`src/hdl/bil_defines.svh`:
```
// boot image loader constants: strap fields, pin timing, transfer script
// assumes the loader runs on the 25 MHz peripheral bus clock (input clock / 2, pll bypassed)
`ifndef BIL_DEFINES_SVH
`define BIL_DEFINES_SVH

// -----------------------------------------------------------------------------
// clock and bit timing
// -----------------------------------------------------------------------------
`define BIL_CLK_NS 40
`define BIL_INCLK_MAX_MHZ 100
`define BIL_PBUS_MAX_MHZ 50
`define BIL_I2C_MAX_KBPS 400
`define BIL_I2C_DIV 128
`define BIL_I2C_QTR (`BIL_I2C_DIV / 4)
`define BIL_EEP_BIT_NS 250
`define BIL_EEP_QTR ((`BIL_EEP_BIT_NS + 4 * `BIL_CLK_NS - 1) / (4 * `BIL_CLK_NS))
`define BIL_FLASH_QTR 1

// -----------------------------------------------------------------------------
// strap vector field positions
// -----------------------------------------------------------------------------
`define BIL_STRAP_W 5
`define BIL_STRAP_WIDTH 0
`define BIL_STRAP_POL 1
`define BIL_STRAP_DUAL 2
`define BIL_STRAP_SRC_LO 3
`define BIL_STRAP_SRC_HI 4

// -----------------------------------------------------------------------------
// transfer script
// -----------------------------------------------------------------------------
`define BIL_I2C_ADDR_WR 8'hA0
`define BIL_I2C_ADDR_RD 8'hA1
`define BIL_SPI_IDENT 8'h9F
`define BIL_SPI_READ 8'h03
`define BIL_ID_BLANK_LO 8'h00
`define BIL_ID_BLANK_HI 8'hFF
`define BIL_IMG_MARKER 8'h5A
`define BIL_IMG_BYTES 16'h0400
`define BIL_FIFO_DEPTH 32
`define BIL_FIFO_AW 5

`endif

```
`src/hdl/bil_pkg.sv`:
```
// boot image loader types shared by the loader and the bench
// assumes bil_defines.svh is on the include path
package bil_pkg;

  // boot source chosen by the source straps
  typedef enum logic [1:0] {
    SRC_HOST = 2'b00,
    SRC_I2C = 2'b01,
    SRC_SPI_MAIN = 2'b10,
    SRC_SPI_ALT = 2'b11
  } bil_src_t;

  // function given to the shared general-purpose pins
  typedef enum logic [1:0] {
    PIN_GPIO = 2'b00,
    PIN_I2C = 2'b01,
    PIN_SPI_MAIN = 2'b10,
    PIN_SPI_ALT = 2'b11
  } bil_pinfunc_t;

  // host parallel port configuration caught at power-on
  typedef struct packed {
    logic wide16;
    logic strobePolarity;
    logic dualStrobe;
  } bil_host_cfg_t;

  // serial pin drive, registered
  typedef struct packed {
    logic sclOe;
    logic sdaOe;
    logic sck;
    logic cs_n;
    logic mosi;
  } bil_pins_t;

endpackage

```
`src/hdl/bil_boot_loader.sv`:
```
// boot image loader: strap capture, host port setup, i2c and spi master image fetch,
// fetched bytes buffered in a fifo toward the device memory
// assumes clk is the 25 MHz peripheral bus clock and arst_n the power-on reset
`timescale 1ns/1ns
`include "bil_defines.svh"

// -----------------------------------------------------------------------------
// buffer between the fetch engine and the memory writer
// -----------------------------------------------------------------------------
module bil_fifo #(
  parameter int WIDTH = 8,
  parameter int DEPTH = `BIL_FIFO_DEPTH,
  parameter int AW = `BIL_FIFO_AW
) (
  // clock and reset
  input wire logic clk,
  input wire logic arst_n,
  // fill side
  input wire logic [WIDTH-1:0] inData,
  input wire logic inValid,
  output logic inReady,
  // drain side
  output logic [WIDTH-1:0] outData,
  output logic outValid,
  input wire logic outReady
);
  logic [WIDTH-1:0] mem [DEPTH];
  logic [AW:0] wrPtr_ff;
  logic [AW:0] rdPtr_ff;
  logic push;
  logic pop;

  assign inReady = (wrPtr_ff - rdPtr_ff) != (AW+1)'(DEPTH);
  assign outValid = wrPtr_ff != rdPtr_ff;
  assign push = inValid && inReady;
  assign pop = outValid && outReady;
  assign outData = mem[rdPtr_ff[AW-1:0]];

  always_ff @(posedge clk) begin
    if (push) begin
      mem[wrPtr_ff[AW-1:0]] <= inData;
    end
  end

  always_ff @(posedge clk or negedge arst_n) begin
    if (!arst_n) begin
      wrPtr_ff <= '0;
      rdPtr_ff <= '0;
    end else begin
      if (push) begin
        wrPtr_ff <= wrPtr_ff + (AW+1)'(1);
      end
      if (pop) begin
        rdPtr_ff <= rdPtr_ff + (AW+1)'(1);
      end
    end
  end
endmodule

// Overview of operation
// - host port is 8 or 16 bits wide per the width strap after power-on
// - host strobe arrangement follows the polarity and dual strobe straps
// - straps latched only at power-on release; hard reset keeps them
// - host data bit 0 is the least significant bit
// - i2c boot switches shared pins to i2c, then reads the image
// - i2c boot keeps the pll bypassed, running from the bus clock
// - i2c boot is master and polled; the memory answers as slave
// - i2c bit clock is the bus clock divided by 128
// - i2c boot addresses the memory at slave address 0xA0
// - bus clock is input clock / 2, at most 50 MHz
// - i2c bit clock never exceeds 400 kbps
// - spi boot switches shared pins to spi, then reads the image
// - during spi boot the loader is master, driving clock and select
// - read_identification_command reply 0x00/0xFF picks eeprom at 4 Mbps max, else flash
// - main spi pin set keeps the pll permitted
// - alternate spi pin set forbids the pll
// - spi boot failures are signalled on the boot error event pin
module bil_boot_loader
  import bil_pkg::*;
(
  // clock and resets
  input wire logic clk,
  input wire logic arst_n,
  input wire logic hardRst_n,
  // strap pins: width, strobe polarity, dual strobe, source[1:0]
  input wire logic [`BIL_STRAP_W-1:0] strapPins,
  // host parallel port setup
  output bil_host_cfg_t hostCfg,
  output logic hostBootEn,
  // shared pin function and clocking
  output bil_pinfunc_t pinFunc,
  output logic pllAllowed,
  // i2c pins, open drain: oe high pulls low
  output logic sclOut,
  output logic sclOe,
  output logic sdaOut,
  output logic sdaOe,
  input wire logic sdaIn,
  // spi pins
  output logic spiSck,
  output logic spiCs_n,
  output logic spiMosi,
  input wire logic spiMiso,
  // image stream toward device memory
  output logic [7:0] imgData,
  output logic imgValid,
  input wire logic imgReady,
  // status
  output logic spiFlash,
  output logic bootDone,
  output logic bootErrEvent
);

  // ---------------------------------------------------------------------------
  // states
  // ---------------------------------------------------------------------------
  typedef enum logic [3:0] {
    ST_IDLE = 4'b0000,
    ST_SEL = 4'b0001,
    ST_HOST = 4'b0010,
    ST_START = 4'b0011,
    ST_TX = 4'b0100,
    ST_RX = 4'b0101,
    ST_ACK = 4'b0110,
    ST_STOP = 4'b0111,
    ST_DONE = 4'b1000,
    ST_ERR = 4'b1001
  } bil_state_t;

  bil_state_t state_ff;
  logic [`BIL_STRAP_W-1:0] strapMeta_ff;
  logic [`BIL_STRAP_W-1:0] strapSync_ff;
  logic [2:0] inMeta_ff;
  logic [2:0] inSync_ff;
  logic strapTaken_ff;
  bil_src_t src_ff;
  bil_host_cfg_t hostCfg_ff;
  bil_pinfunc_t pinFunc_ff;
  bil_pins_t pins_ff;
  logic [5:0] qCnt_ff;
  logic [1:0] phase_ff;
  logic [2:0] bitIdx_ff;
  logic [1:0] step_ff;
  logic [7:0] shOut_ff;
  logic [7:0] shIn_ff;
  logic [15:0] rxCount_ff;
  logic idPhase_ff;
  logic isFlash_ff;
  logic errEvent_ff;
  logic done_ff;
  logic [7:0] push_ff;
  logic pushValid_ff;
  logic pushReady;
  logic hardRstSync;
  logic misoSync;
  logic sdaSync;
  logic isI2c;
  logic active;
  logic qTick;
  logic cellEnd;
  logic byteEnd;
  logic lastByte;
  logic [5:0] qLen;
  logic [7:0] rxByte;

  // ---------------------------------------------------------------------------
  // input synchronisers
  // ---------------------------------------------------------------------------
  always_ff @(posedge clk or negedge arst_n) begin
    if (!arst_n) begin
      strapMeta_ff <= '0;
      strapSync_ff <= '0;
      inMeta_ff <= 3'h7;
      inSync_ff <= 3'h7;
    end else begin
      strapMeta_ff <= strapPins;
      strapSync_ff <= strapMeta_ff;
      inMeta_ff <= {hardRst_n, spiMiso, sdaIn};
      inSync_ff <= inMeta_ff;
    end
  end

  assign hardRstSync = !inSync_ff[2];
  assign misoSync = inSync_ff[1];
  assign sdaSync = inSync_ff[0];

  // ---------------------------------------------------------------------------
  // strap capture, once per power-on reset
  // ---------------------------------------------------------------------------
  // waits until the synchronised straps have settled after the release
  logic [1:0] strapWait_ff;

  always_ff @(posedge clk or negedge arst_n) begin
    if (!arst_n) begin
      strapWait_ff <= '0;
      strapTaken_ff <= 1'b0;
      hostCfg_ff <= '0;
      src_ff <= SRC_HOST;
    end else if (!strapTaken_ff) begin
      strapWait_ff <= strapWait_ff + 2'h1;
      if (strapWait_ff == 2'h3) begin
        strapTaken_ff <= 1'b1;
        hostCfg_ff.wide16 <= strapSync_ff[`BIL_STRAP_WIDTH];
        hostCfg_ff.strobePolarity <= strapSync_ff[`BIL_STRAP_POL];
        hostCfg_ff.dualStrobe <= strapSync_ff[`BIL_STRAP_DUAL];
        src_ff <= bil_src_t'(strapSync_ff[`BIL_STRAP_SRC_HI:`BIL_STRAP_SRC_LO]);
      end
    end
  end

  // host data bit 0 is passed straight through as the lsb; no swap here
  assign hostCfg = hostCfg_ff;

  // ---------------------------------------------------------------------------
  // bit cell timing: four quarters per bit, clock high in quarters 2 and 3
  // ---------------------------------------------------------------------------
  assign isI2c = (src_ff == SRC_I2C);
  assign active = (state_ff == ST_START) || (state_ff == ST_TX) || (state_ff == ST_RX)
                  || (state_ff == ST_ACK) || (state_ff == ST_STOP);

  // 128 clocks per i2c bit gives 195 kbps at 25 MHz, well under 400 kbps
  always_comb begin
    if (isI2c) begin
      qLen = 6'(`BIL_I2C_QTR);
    end else if (isFlash_ff) begin
      qLen = 6'(`BIL_FLASH_QTR);
    end else begin
      qLen = 6'(`BIL_EEP_QTR);
    end
  end

  // a byte waiting for the fifo stalls the bit clock: back-pressure to the memory
  assign qTick = active && !pushValid_ff && (qCnt_ff == 6'h01 || qLen == 6'h01);
  assign cellEnd = qTick && (phase_ff == 2'h3);
  assign byteEnd = cellEnd && (bitIdx_ff == 3'h7);
  assign lastByte = (rxCount_ff == `BIL_IMG_BYTES - 16'h0001);
  assign rxByte = {shIn_ff[6:0], isI2c ? sdaSync : misoSync};

  always_ff @(posedge clk or negedge arst_n) begin
    if (!arst_n) begin
      qCnt_ff <= 6'h01;
      phase_ff <= 2'h0;
    end else if (!active || hardRstSync) begin
      qCnt_ff <= 6'h01;
      phase_ff <= 2'h0;
    end else if (!pushValid_ff) begin
      qCnt_ff <= (qCnt_ff <= 6'h01) ? qLen : qCnt_ff - 6'h01;
      if (qTick) begin
        phase_ff <= phase_ff + 2'h1;
      end
    end
  end

  // ---------------------------------------------------------------------------
  // transfer sequencer
  // ---------------------------------------------------------------------------
  always_ff @(posedge clk or negedge arst_n) begin
    if (!arst_n) begin
      state_ff <= ST_IDLE;
      pinFunc_ff <= PIN_GPIO;
      pins_ff <= '{sclOe: 1'b0, sdaOe: 1'b0, sck: 1'b0, cs_n: 1'b1, mosi: 1'b0};
      bitIdx_ff <= 3'h0;
      step_ff <= 2'h0;
      shOut_ff <= '0;
      shIn_ff <= '0;
      rxCount_ff <= '0;
      idPhase_ff <= 1'b1;
      isFlash_ff <= 1'b0;
      errEvent_ff <= 1'b0;
      done_ff <= 1'b0;
      push_ff <= '0;
      pushValid_ff <= 1'b0;
    end else if (hardRstSync) begin
      state_ff <= ST_IDLE;
      pinFunc_ff <= PIN_GPIO;
      pins_ff <= '{sclOe: 1'b0, sdaOe: 1'b0, sck: 1'b0, cs_n: 1'b1, mosi: 1'b0};
      idPhase_ff <= 1'b1;
      isFlash_ff <= 1'b0;
      errEvent_ff <= 1'b0;
      done_ff <= 1'b0;
      pushValid_ff <= 1'b0;
    end else begin
      if (pushValid_ff && pushReady) begin
        pushValid_ff <= 1'b0;
      end
      case (state_ff)
        ST_IDLE: begin
          if (strapTaken_ff) begin
            state_ff <= ST_SEL;
          end
        end
        ST_SEL: begin
          // pins are switched one cycle before the first transfer starts
          step_ff <= 2'h0;
          bitIdx_ff <= 3'h0;
          rxCount_ff <= '0;
          case (src_ff)
            SRC_HOST: state_ff <= ST_HOST;
            SRC_I2C: begin
              pinFunc_ff <= PIN_I2C;
              shOut_ff <= `BIL_I2C_ADDR_WR;
              state_ff <= ST_START;
            end
            SRC_SPI_MAIN: begin
              pinFunc_ff <= PIN_SPI_MAIN;
              shOut_ff <= `BIL_SPI_IDENT;
              state_ff <= ST_START;
            end
            default: begin
              pinFunc_ff <= PIN_SPI_ALT;
              shOut_ff <= `BIL_SPI_IDENT;
              state_ff <= ST_START;
            end
          endcase
        end
        ST_HOST: begin
          done_ff <= 1'b1;
        end
        ST_START: begin
          if (qTick) begin
            if (isI2c) begin
              // release sda with scl low, raise scl, pull sda low, drop scl
              case (phase_ff)
                2'h0: pins_ff.sdaOe <= 1'b0;
                2'h1: pins_ff.sclOe <= 1'b0;
                2'h2: pins_ff.sdaOe <= 1'b1;
                default: pins_ff.sclOe <= 1'b1;
              endcase
            end else begin
              pins_ff.sck <= 1'b0;
              pins_ff.cs_n <= 1'b0;
            end
            if (phase_ff == 2'h3) begin
              state_ff <= ST_TX;
            end
          end
        end
        ST_TX, ST_RX: begin
          if (qTick) begin
            case (phase_ff)
              2'h0: begin
                if (state_ff == ST_TX) begin
                  pins_ff.mosi <= shOut_ff[7];
                  pins_ff.sdaOe <= isI2c && !shOut_ff[7];
                end else begin
                  pins_ff.sdaOe <= 1'b0;
                end
              end
              2'h1: begin
                pins_ff.sck <= !isI2c;
                pins_ff.sclOe <= 1'b0;
              end
              2'h2: shIn_ff <= rxByte;
              default: begin
                pins_ff.sck <= 1'b0;
                pins_ff.sclOe <= isI2c;
                shOut_ff <= {shOut_ff[6:0], 1'b0};
                bitIdx_ff <= bitIdx_ff + 3'h1;
              end
            endcase
          end
          if (byteEnd && state_ff == ST_TX) begin
            step_ff <= step_ff + 2'h1;
            if (isI2c) begin
              state_ff <= ST_ACK;
            end else if (idPhase_ff) begin
              state_ff <= ST_RX;
            end else begin
              shOut_ff <= 8'h00;
              state_ff <= (step_ff == 2'h3) ? ST_RX : ST_TX;
            end
          end else if (byteEnd) begin
            if (!isI2c && idPhase_ff) begin
              // blank reply means eeprom, capped at 4 Mbps; anything else is flash
              isFlash_ff <= (shIn_ff != `BIL_ID_BLANK_LO) && (shIn_ff != `BIL_ID_BLANK_HI);
              state_ff <= ST_STOP;
            end else if (rxCount_ff == 16'h0000 && shIn_ff != `BIL_IMG_MARKER) begin
              errEvent_ff <= 1'b1;
              state_ff <= ST_ERR;
            end else begin
              push_ff <= shIn_ff;
              pushValid_ff <= 1'b1;
              rxCount_ff <= rxCount_ff + 16'h0001;
              state_ff <= isI2c ? ST_ACK : (lastByte ? ST_STOP : ST_RX);
            end
          end
        end
        ST_ACK: begin
          if (qTick) begin
            case (phase_ff)
              2'h0: begin
                // master acks every image byte except the last one; while no byte
                // has arrived yet (read address included) the slot is the slave's
                pins_ff.sdaOe <= (rxCount_ff != 16'h0000) && (rxCount_ff != `BIL_IMG_BYTES);
              end
              2'h1: pins_ff.sclOe <= 1'b0;
              2'h2: begin
                if (rxCount_ff == 16'h0000 && sdaSync) begin
                  errEvent_ff <= 1'b1;
                  state_ff <= ST_ERR;
                end
              end
              default: begin
                pins_ff.sclOe <= 1'b1;
                pins_ff.sdaOe <= 1'b0;
                // step counts address bytes; it wraps to 0 once reading starts
                case (step_ff)
                  2'h0: state_ff <= (rxCount_ff == `BIL_IMG_BYTES) ? ST_STOP : ST_RX;
                  2'h3: begin
                    shOut_ff <= `BIL_I2C_ADDR_RD;
                    state_ff <= ST_START;
                  end
                  default: begin
                    shOut_ff <= 8'h00;
                    state_ff <= ST_TX;
                  end
                endcase
                if (step_ff == 2'h3) begin
                  step_ff <= 2'h3;
                end
              end
            endcase
          end
        end
        ST_STOP: begin
          if (qTick) begin
            if (isI2c) begin
              case (phase_ff)
                2'h0: pins_ff.sdaOe <= 1'b1;
                2'h1: pins_ff.sclOe <= 1'b0;
                2'h2: pins_ff.sdaOe <= 1'b0;
                default: pins_ff.sdaOe <= 1'b0;
              endcase
            end else begin
              pins_ff.cs_n <= 1'b1;
            end
            if (phase_ff == 2'h3) begin
              if (!isI2c && idPhase_ff) begin
                idPhase_ff <= 1'b0;
                step_ff <= 2'h0;
                shOut_ff <= `BIL_SPI_READ;
                state_ff <= ST_START;
              end else begin
                state_ff <= ST_DONE;
              end
            end
          end
        end
        ST_DONE: begin
          done_ff <= !pushValid_ff;
        end
        ST_ERR: begin
          pins_ff <= '{sclOe: 1'b0, sdaOe: 1'b0, sck: 1'b0, cs_n: 1'b1, mosi: 1'b0};
        end
        default: state_ff <= ST_IDLE;
      endcase
      if (state_ff == ST_RX && byteEnd == 1'b0 && cellEnd) begin
        step_ff <= 2'h0;
      end
    end
  end

  // ---------------------------------------------------------------------------
  // image buffer
  // ---------------------------------------------------------------------------
  bil_fifo #(
    .WIDTH(8),
    .DEPTH(`BIL_FIFO_DEPTH),
    .AW(`BIL_FIFO_AW)
  ) u_fifo (
    .clk(clk),
    .arst_n(arst_n),
    .inData(push_ff),
    .inValid(pushValid_ff),
    .inReady(pushReady),
    .outData(imgData),
    .outValid(imgValid),
    .outReady(imgReady)
  );

  // ---------------------------------------------------------------------------
  // outputs
  // ---------------------------------------------------------------------------
  // pll only allowed for host boot and the main spi pin set; i2c runs from the
  // bus clock (input clock / 2, 50 MHz at most) with the pll bypassed
  assign pllAllowed = (src_ff == SRC_HOST) || (src_ff == SRC_SPI_MAIN);
  assign hostBootEn = (state_ff == ST_HOST);
  assign pinFunc = pinFunc_ff;
  assign sclOut = 1'b0;
  assign sclOe = pins_ff.sclOe;
  assign sdaOut = 1'b0;
  assign sdaOe = pins_ff.sdaOe;
  assign spiSck = pins_ff.sck;
  assign spiCs_n = pins_ff.cs_n;
  assign spiMosi = pins_ff.mosi;
  assign spiFlash = isFlash_ff;
  assign bootDone = done_ff;
  assign bootErrEvent = errEvent_ff;

endmodule

```
`config.mk`:
```
export PLATFORM = sky130hd
export DESIGN_NAME = bil_boot_loader
export DESIGN_NICKNAME = d
export VERILOG_FILES = /design/src/hdl/bil_pkg.sv /design/src/hdl/bil_boot_loader.sv
export VERILOG_INCLUDE_DIRS = /design/src /design/src/hdl
export SDC_FILE = /design/constraint.sdc
export NUM_CORES = 1
export LEC_CHECK = 0
export BUFFER_PORTS_ARGS = -buffer_cell sky130_fd_sc_hd__buf_2
export CAP_MARGIN = 25
export CELL_PAD_IN_SITES_DETAIL_PLACEMENT = 0
export CELL_PAD_IN_SITES_GLOBAL_PLACEMENT = 1
export CORE_MARGIN = 4
export CORE_UTILIZATION = 45
export CTS_CLUSTER_SIZE = 30
export DETAILED_ROUTE_END_ITERATION = 8
export PLACE_DENSITY_LB_ADDON = 0.1
export SETUP_SLACK_MARGIN = 0.5
export SYNTH_ARGS = -nofsm -noshare
export SYNTH_HDL_FRONTEND = slang
export SYNTH_SLANG_ARGS = --single-unit
```
`constraint.sdc`:
```
create_clock -name clk -period 4.1 [get_ports clk]
set_input_delay 0.205 -clock clk [delete_from_list [all_inputs] [get_ports clk]]
set_output_delay 0.205 -clock clk [all_outputs]
set_load 0.01 [all_outputs]
```
### Word-level counts from Yosys, hierarchy flattened

Memories as Yosys holds them, arrays and structs flattened.
Index checks and enable logic that the tools add are counted.

| storage, ports and cells | value |
|---|---|
| register bits after elaboration | 105 |
| RAM bits | 256 |
| output and inout bits | 26 |
| word-level logic and storage cells | 323 |
| memories kept | 1 |

Memories:

| memory | depth | bits a word | read ports | clocked after Yosys merged registers in | write ports | line | text |
|---|---|---|---|---|---|---|---|
| u_fifo.mem | 32 | 8 | 1 | 0 | 1 | bil_boot_loader.sv:27 | `logic [WIDTH-1:0] mem [DEPTH];` |

| cells by class | value |
|---|---|
| add/subtract/negate cells | 9 |
| order comparisons | 1 |
| equal/unequal tests | 90 |
| muxes and demuxes | 123 |
| bitwise logic cells | 5 |
| reductions and logical operators | 62 |

Operators with widths:

| operator | count |
|---|---|
| 8-bit two-way mux | 10 |
| 16-bit two-way mux | 4 |
| 3-bit != test (second input constant) | 19 |
| 4-bit two-way mux | 14 |
| 2-bit two-way mux | 23 |
| 1-bit two-way mux | 42 |
| 16-bit case mux with 2 select lines | 1 |
| 8-bit case mux with 2 select lines | 2 |
| 8-bit case mux with 4 select lines | 1 |
| 3-bit by 2-bit != test with 1-bit output (second input constant) | 10 |
| 2-bit != test (second input constant) | 14 |
| 4-bit case mux with 7 select lines | 1 |
| 9-bit AND reduction | 3 |
| 6-bit two-way mux | 4 |
| 2-bit by 1-bit != test with 1-bit output (second input constant) | 10 |
| 4-bit AND reduction | 5 |
| 1-bit case mux with 2 select lines | 9 |
| 16-bit by 1-bit adder with 16-bit output (second input constant) | 1 |
| 16-bit by 10-bit == test with 1-bit output (second input constant) | 1 |
| 16-bit by 11-bit == test with 1-bit output (second input constant) | 1 |
| 4-bit by 3-bit == test with 1-bit output (second input constant) | 4 |
| 16-bit zero test | 1 |
| 16-bit by 11-bit != test with 1-bit output (second input constant) | 1 |
| 16-bit nonzero test | 1 |
| 48 further kinds | 108 |

### Longest topological paths before layout

| logic depth | value |
|---|---|
| depth after elaboration | 14 |
| depth in mapped cells | 11 |
| gate-level depth less buffers | 8 |

### Hierarchy

A second synthesis with hierarchy kept.

| unflattened totals | value |
|---|---|
| cell total of the unflattened synthesis | 1024 |
| area, all modules | 15766.4 um2 |

By module, submodules not included:

| module | instances | cells an instance | area an instance (um2) | sequential area each (um2) |
|---|---|---|---|---|
| bil_fifo | 1 | 504 | 10710.3 | 7987.7 |
| bil_boot_loader | 1 | 520 | 5056.1 | 2338.5 |

### Least setup slack after synthesis

OpenSTA, ideal clock, no wires.

| timing | value |
|---|---|
| path kind | register -> register |
| start point | register u_fifo.rdPtr_ff[1] |
| end point | memory u_fifo.mem[0][0], enable pin |
| arrival time | 3168 ps |
| required time | 3819 ps |
| path slack | 652 ps |
| stages on the path, launching flop included | 12 |
| period minus slack after synthesis | 3448 ps |
| path through | dfrtp_1 > clkbuf_1 > clkbuf_1 > inv_1 > ha_1 > nor2b_1 > o31a_1 > or4_1 > a2111o_1 > buf_2 > nand3_1 > nor2_1 |

| between the ends | value |
|---|---|
| longest elaborated chain between the ends | 5 |

RTL lines:

| item | line | text |
|---|---|---|
| start, declared | bil_boot_loader.sv:29 | `logic [AW:0] rdPtr_ff;` |
| start signal, assigned | bil_boot_loader.sv:54 | `rdPtr_ff <= rdPtr_ff + (AW+1)'(1);` |
| 6-bit subtractor | bil_boot_loader.sv:33 | `assign inReady = (wrPtr_ff - rdPtr_ff) != (AW+1)'(DEPTH);` |
| 6-bit != test | bil_boot_loader.sv:33 |  |
| 1-bit logical AND | bil_boot_loader.sv:35 | `assign push = inValid && inReady;` |
| 1-bit two-way mux | bil_boot_loader.sv:40 | `if (push) begin` |
| 1-bit two-way mux (not written as such) | bil_boot_loader.sv:41 | `mem[wrPtr_ff[AW-1:0]] <= inData;` |
| end, declared | bil_boot_loader.sv:27 |  |

Every way passes these cells.

### Worst setup path in the final report

| timing | value |
|---|---|
| start point | register u_fifo.rdPtr_ff[3] |
| end point | memory u_fifo.mem[11][7], enable pin |

The elaborated chain is that of the path after synthesis.

==> impl_metrics.ini <==
[die]
coreArea_sq_um = 34500
dieArea_sq_um = 38000
die_w_um = 195
dieHeight_um = 195
rows = 68
initial_core_util_pct = 45.5
ios = 37

[critical_path]
start_kind = flip-flop
worstReg2RegStart = u_fifo.rdPtr_ff[3]
regToRegSetupSlack_ns = 0.69
crit_chain = inv_2, ha_1, o21a_1, o31a_1, o211ai_1, a2111o_1, nand3_2, nor2_1
cp-end-kind = flip-flop
reg2reg_depth = 8
cp_num_cells = 8
cp_max_fo = 18
path_class = reg2reg
cp-startpoint = u_fifo.rdPtr_ff[3]
crit_arrival_ns = 3.56
cp_top_family = simple AND/OR/NAND/NOR gates
slowest_delay_ns = 0.71
cp.required_ns = 4.25
cpMaxStageDelayCell = nor2_1
r2r_end = u_fifo.mem[11][7]
worstSetupEndpoint = u_fifo.mem[11][7]
path_buf_inv = 1

[sta]
rsz0062_at_grt = true
hold_viol_final = 0
min_period_ns = 3.41
setup_viol_count_final = 0
setup_tns_ns = 0
hold-worst-slack_ns = 0.185
worst_pin_slew_ns = 0.958
drv_slew = 0
fmax_mhz = 293
fin_skew_ns = 0.0165
slew_headroom_pct = 36.1
period_share_pct = 83.1

[finish]
drive_above_1_share_pct = 23.7
fin_area_sq_um = 17700
n_antenna_cell = 0
fillers = 2966
nets = 1101
areaGrowthSynthToFinish_pct = 12.9

[power]
switchingPower_uw = 2700
power_leakage_uw = 0.00558
seqPwrFrac_pct = 43.3
power_frac_comb_pct = 20.9
clkPwrFrac_pct = 35.7
swShare_pct = 28.6
ir_drop_uv = 332
cell_internal_pwr_uw = 6750
power_density_nw_per_um2 = 533

[clocking]
worstSkewPairLatency_ns = 0.52
cts.sinks = 361
h-tree-depth = 2
clk_path_buf_depth = 3
cts.clk_slew.worst_paths_ns = 0.06
clockRootBuffer = clkbuf_16
cts_inserted_buffers = 39
cts_tree = built

[synth]
async_reset_ff_share_pct = 29.1
synth-edff-count = 256
synth_top_area_share_pct = 48.9
ys_types = 80
syn_area_per_cell_sq_um = 15.5
synth_area_leaders = edfxtp_1 (49%), dfrtp_1 (15%), mux4_2 (11%)
yosys.area.top_type = edfxtp_1
yosys_warnings = 0
ys.flop_type = edfxtp_1
ys_seq_area_share_pct = 65.7
yosys_register_bits = 361
syn_area_sq_um = 15700
netlist_instances = 1012

[global_route]
grt_max_degree = 67
grt_use_met3_pct = 3.09
gr-max-usage-layer = met2
grt_usage_pct = 19.9
grt_overflow = 0
gr-usage-met2_pct = 32.0
met1_usage_pct = 29.1
grt_antenna_before_repair = 0
grt_pass1_vias = 9253
grt_pass1_wl_um = 58400

[route]
drtIter0Drc = 669
firstDrtPassIters = 5
ant_nets = 0
vias = 9097
vias_per_cell = 5.86
drc = 0
routed_wl_um = 37800
wl_per_cell_um = 24.3

[placement]
place_congestion = 0.823
dp_hpwl_um = 24300
place_area_sq_um = 16400
numPortBuffers = 34

[run]
cap_violations = 0

[run_status]
status = completed

[hold_path]
hold_path_class = in2async
## cells by family (layout without fill, tap and decap cells)
| group | count (synthesis) | after routing | share of synthesized area [%] |
|---|---|---|---|
| buffers and inverters | 76 | 160 | 2.09 |
| and+or+nand+nor | 271 | 271 | 9.19 |
| other | 1 | 2 | 0.0239 |
| xor gates and xnor gates | 15 | 15 | 0.836 |
| muxes | 114 | 114 | 13.8 |
| DFF | 361 | 361 | 65.7 |
| adders and majority gates | 23 | 23 | 1.83 |
| AOI/OAI and AO/OA | 151 | 151 | 6.52 |
## routing by layer
layer | up-vias | part of all wire (%)
met2 | 281 | 48
met4 | 0 | 1.8
met5 | - | 0
met1 | 4693 | 45
li1 | 4073 | -
met3 | 50 | 5.5
## Yosys cell counts, types with 14 or more instances
library cell and number:
nor3_1 16, dfrtp_1 96, nor2_1 57, inv_1 17, a21oi_1 42, nand3_1 24, o21ai_0 28, buf_2 14
mux2_2 25, ha_1 23, nand2_1 68, or4_1 16, clkbuf_1 32, mux4_2 80, edfxtp_1 256
## through the flow
step | util [%] | std cells | setup WS (ns) | power (uW)
floorplan | - | 1013 | 0.652 | 5650
global placement | 47.5 | 1472 | 0.755 | 6160
detailed placement | 47.5 | 1472 | 0.715 | 6160
CTS | 51.4 | 1552 | 0.686 | 9570
global route | 51.4 | 1552 | 0.485 | 9910
finish | 51.4 | 1552 | 0.691 | 9460
## power by group through the flow
| stage | logic (uW) | clock network, uW | registers, uW |
|---|---|---|---|
| 4_1_cts | 2000 | 3470 | 4100 |
| 3_3_place_gp | 1990 | 0 | 4170 |
| 5_1_grt | 2170 | 3630 | 4110 |
| 3_5_place_dp | 1990 | 0 | 4170 |
| 2_1_floorplan | 1510 | 0 | 4140 |
| 6_report | 1980 | 3380 | 4100 |
## registers in the layout (all words and copies together), names as in the netlist, 2 cells and up
name / cells
strapMeta_ff: 5
strapWait_ff: 2
push_ff: 8
u_fifo.rdPtr_ff: 6
strapSync_ff: 5
bitIdx_ff: 3
u_fifo.wrPtr_ff: 6
rxCount_ff: 16
phase_ff: 2
u_fifo.mem: 256
state_ff: 4
inSync_ff: 3
inMeta_ff: 3
hostCfg: 3
pinFunc: 2
step_ff: 2
shIn_ff: 8
shOut_ff: 8
src_ff: 2
qCnt_ff: 6
## what timing repair did
action | CTS | global route
resized for setup | 0 | 1
hold endpoints to repair | 42 | 0
setup buffers | 0 | 0
endpoints found under the setup margin | 0 | 20
hold buffers | 9 | 0
## area by class of cell
| cell class | instances | area, sq um | share of cell area [%] |
|---|---|---|---|
| flip-flops and latches | 361 | 10300 | 58.3 |
| well taps | 455 | 569 | 3.21 |
| repair buffers | 70 | 465 | 2.62 |
| multi-input cells | 576 | 5070 | 28.6 |
| inverters | 19 | 71.3 | 0.402 |
| clock inverters | 19 | 165 | 0.931 |
| clock buffers | 52 | 1070 | 6.01 |
## placed cells by master, fill, tap and decap left out, types with 16 or more instances in the layout
cell type and count:
a21oi_1 42, ha_1 23, nand2_1 68, mux2_2 25, or4_1 16, inv_1 17, buf_4 28, mux4_2 80
nor3_1 16, nor2_1 56, clkbuf_16 40, dfrtp_1 87, nand3_1 24, buf_2 33, o21ai_0 28, edfxtp_1 256
## how the worst min path moves through the flow
stage | start | end | slack, ns | depth (start not counted)
global route | imgReady | u_fifo.rdPtr_ff[0] | 0.22 | 3
floorplan | arst_n | bitIdx_ff[0] | -0.09 | 0
CTS | arst_n | rxCount_ff[13] | 0.18 | 2
finish | arst_n | rxCount_ff[6] | 0.19 | 2
detailed placement | arst_n | rxCount_ff[5] | 0.20 | 1
global placement | arst_n | rxCount_ff[6] | 0.19 | 1
No activity file was read; power rests on OpenSTA's default activity.
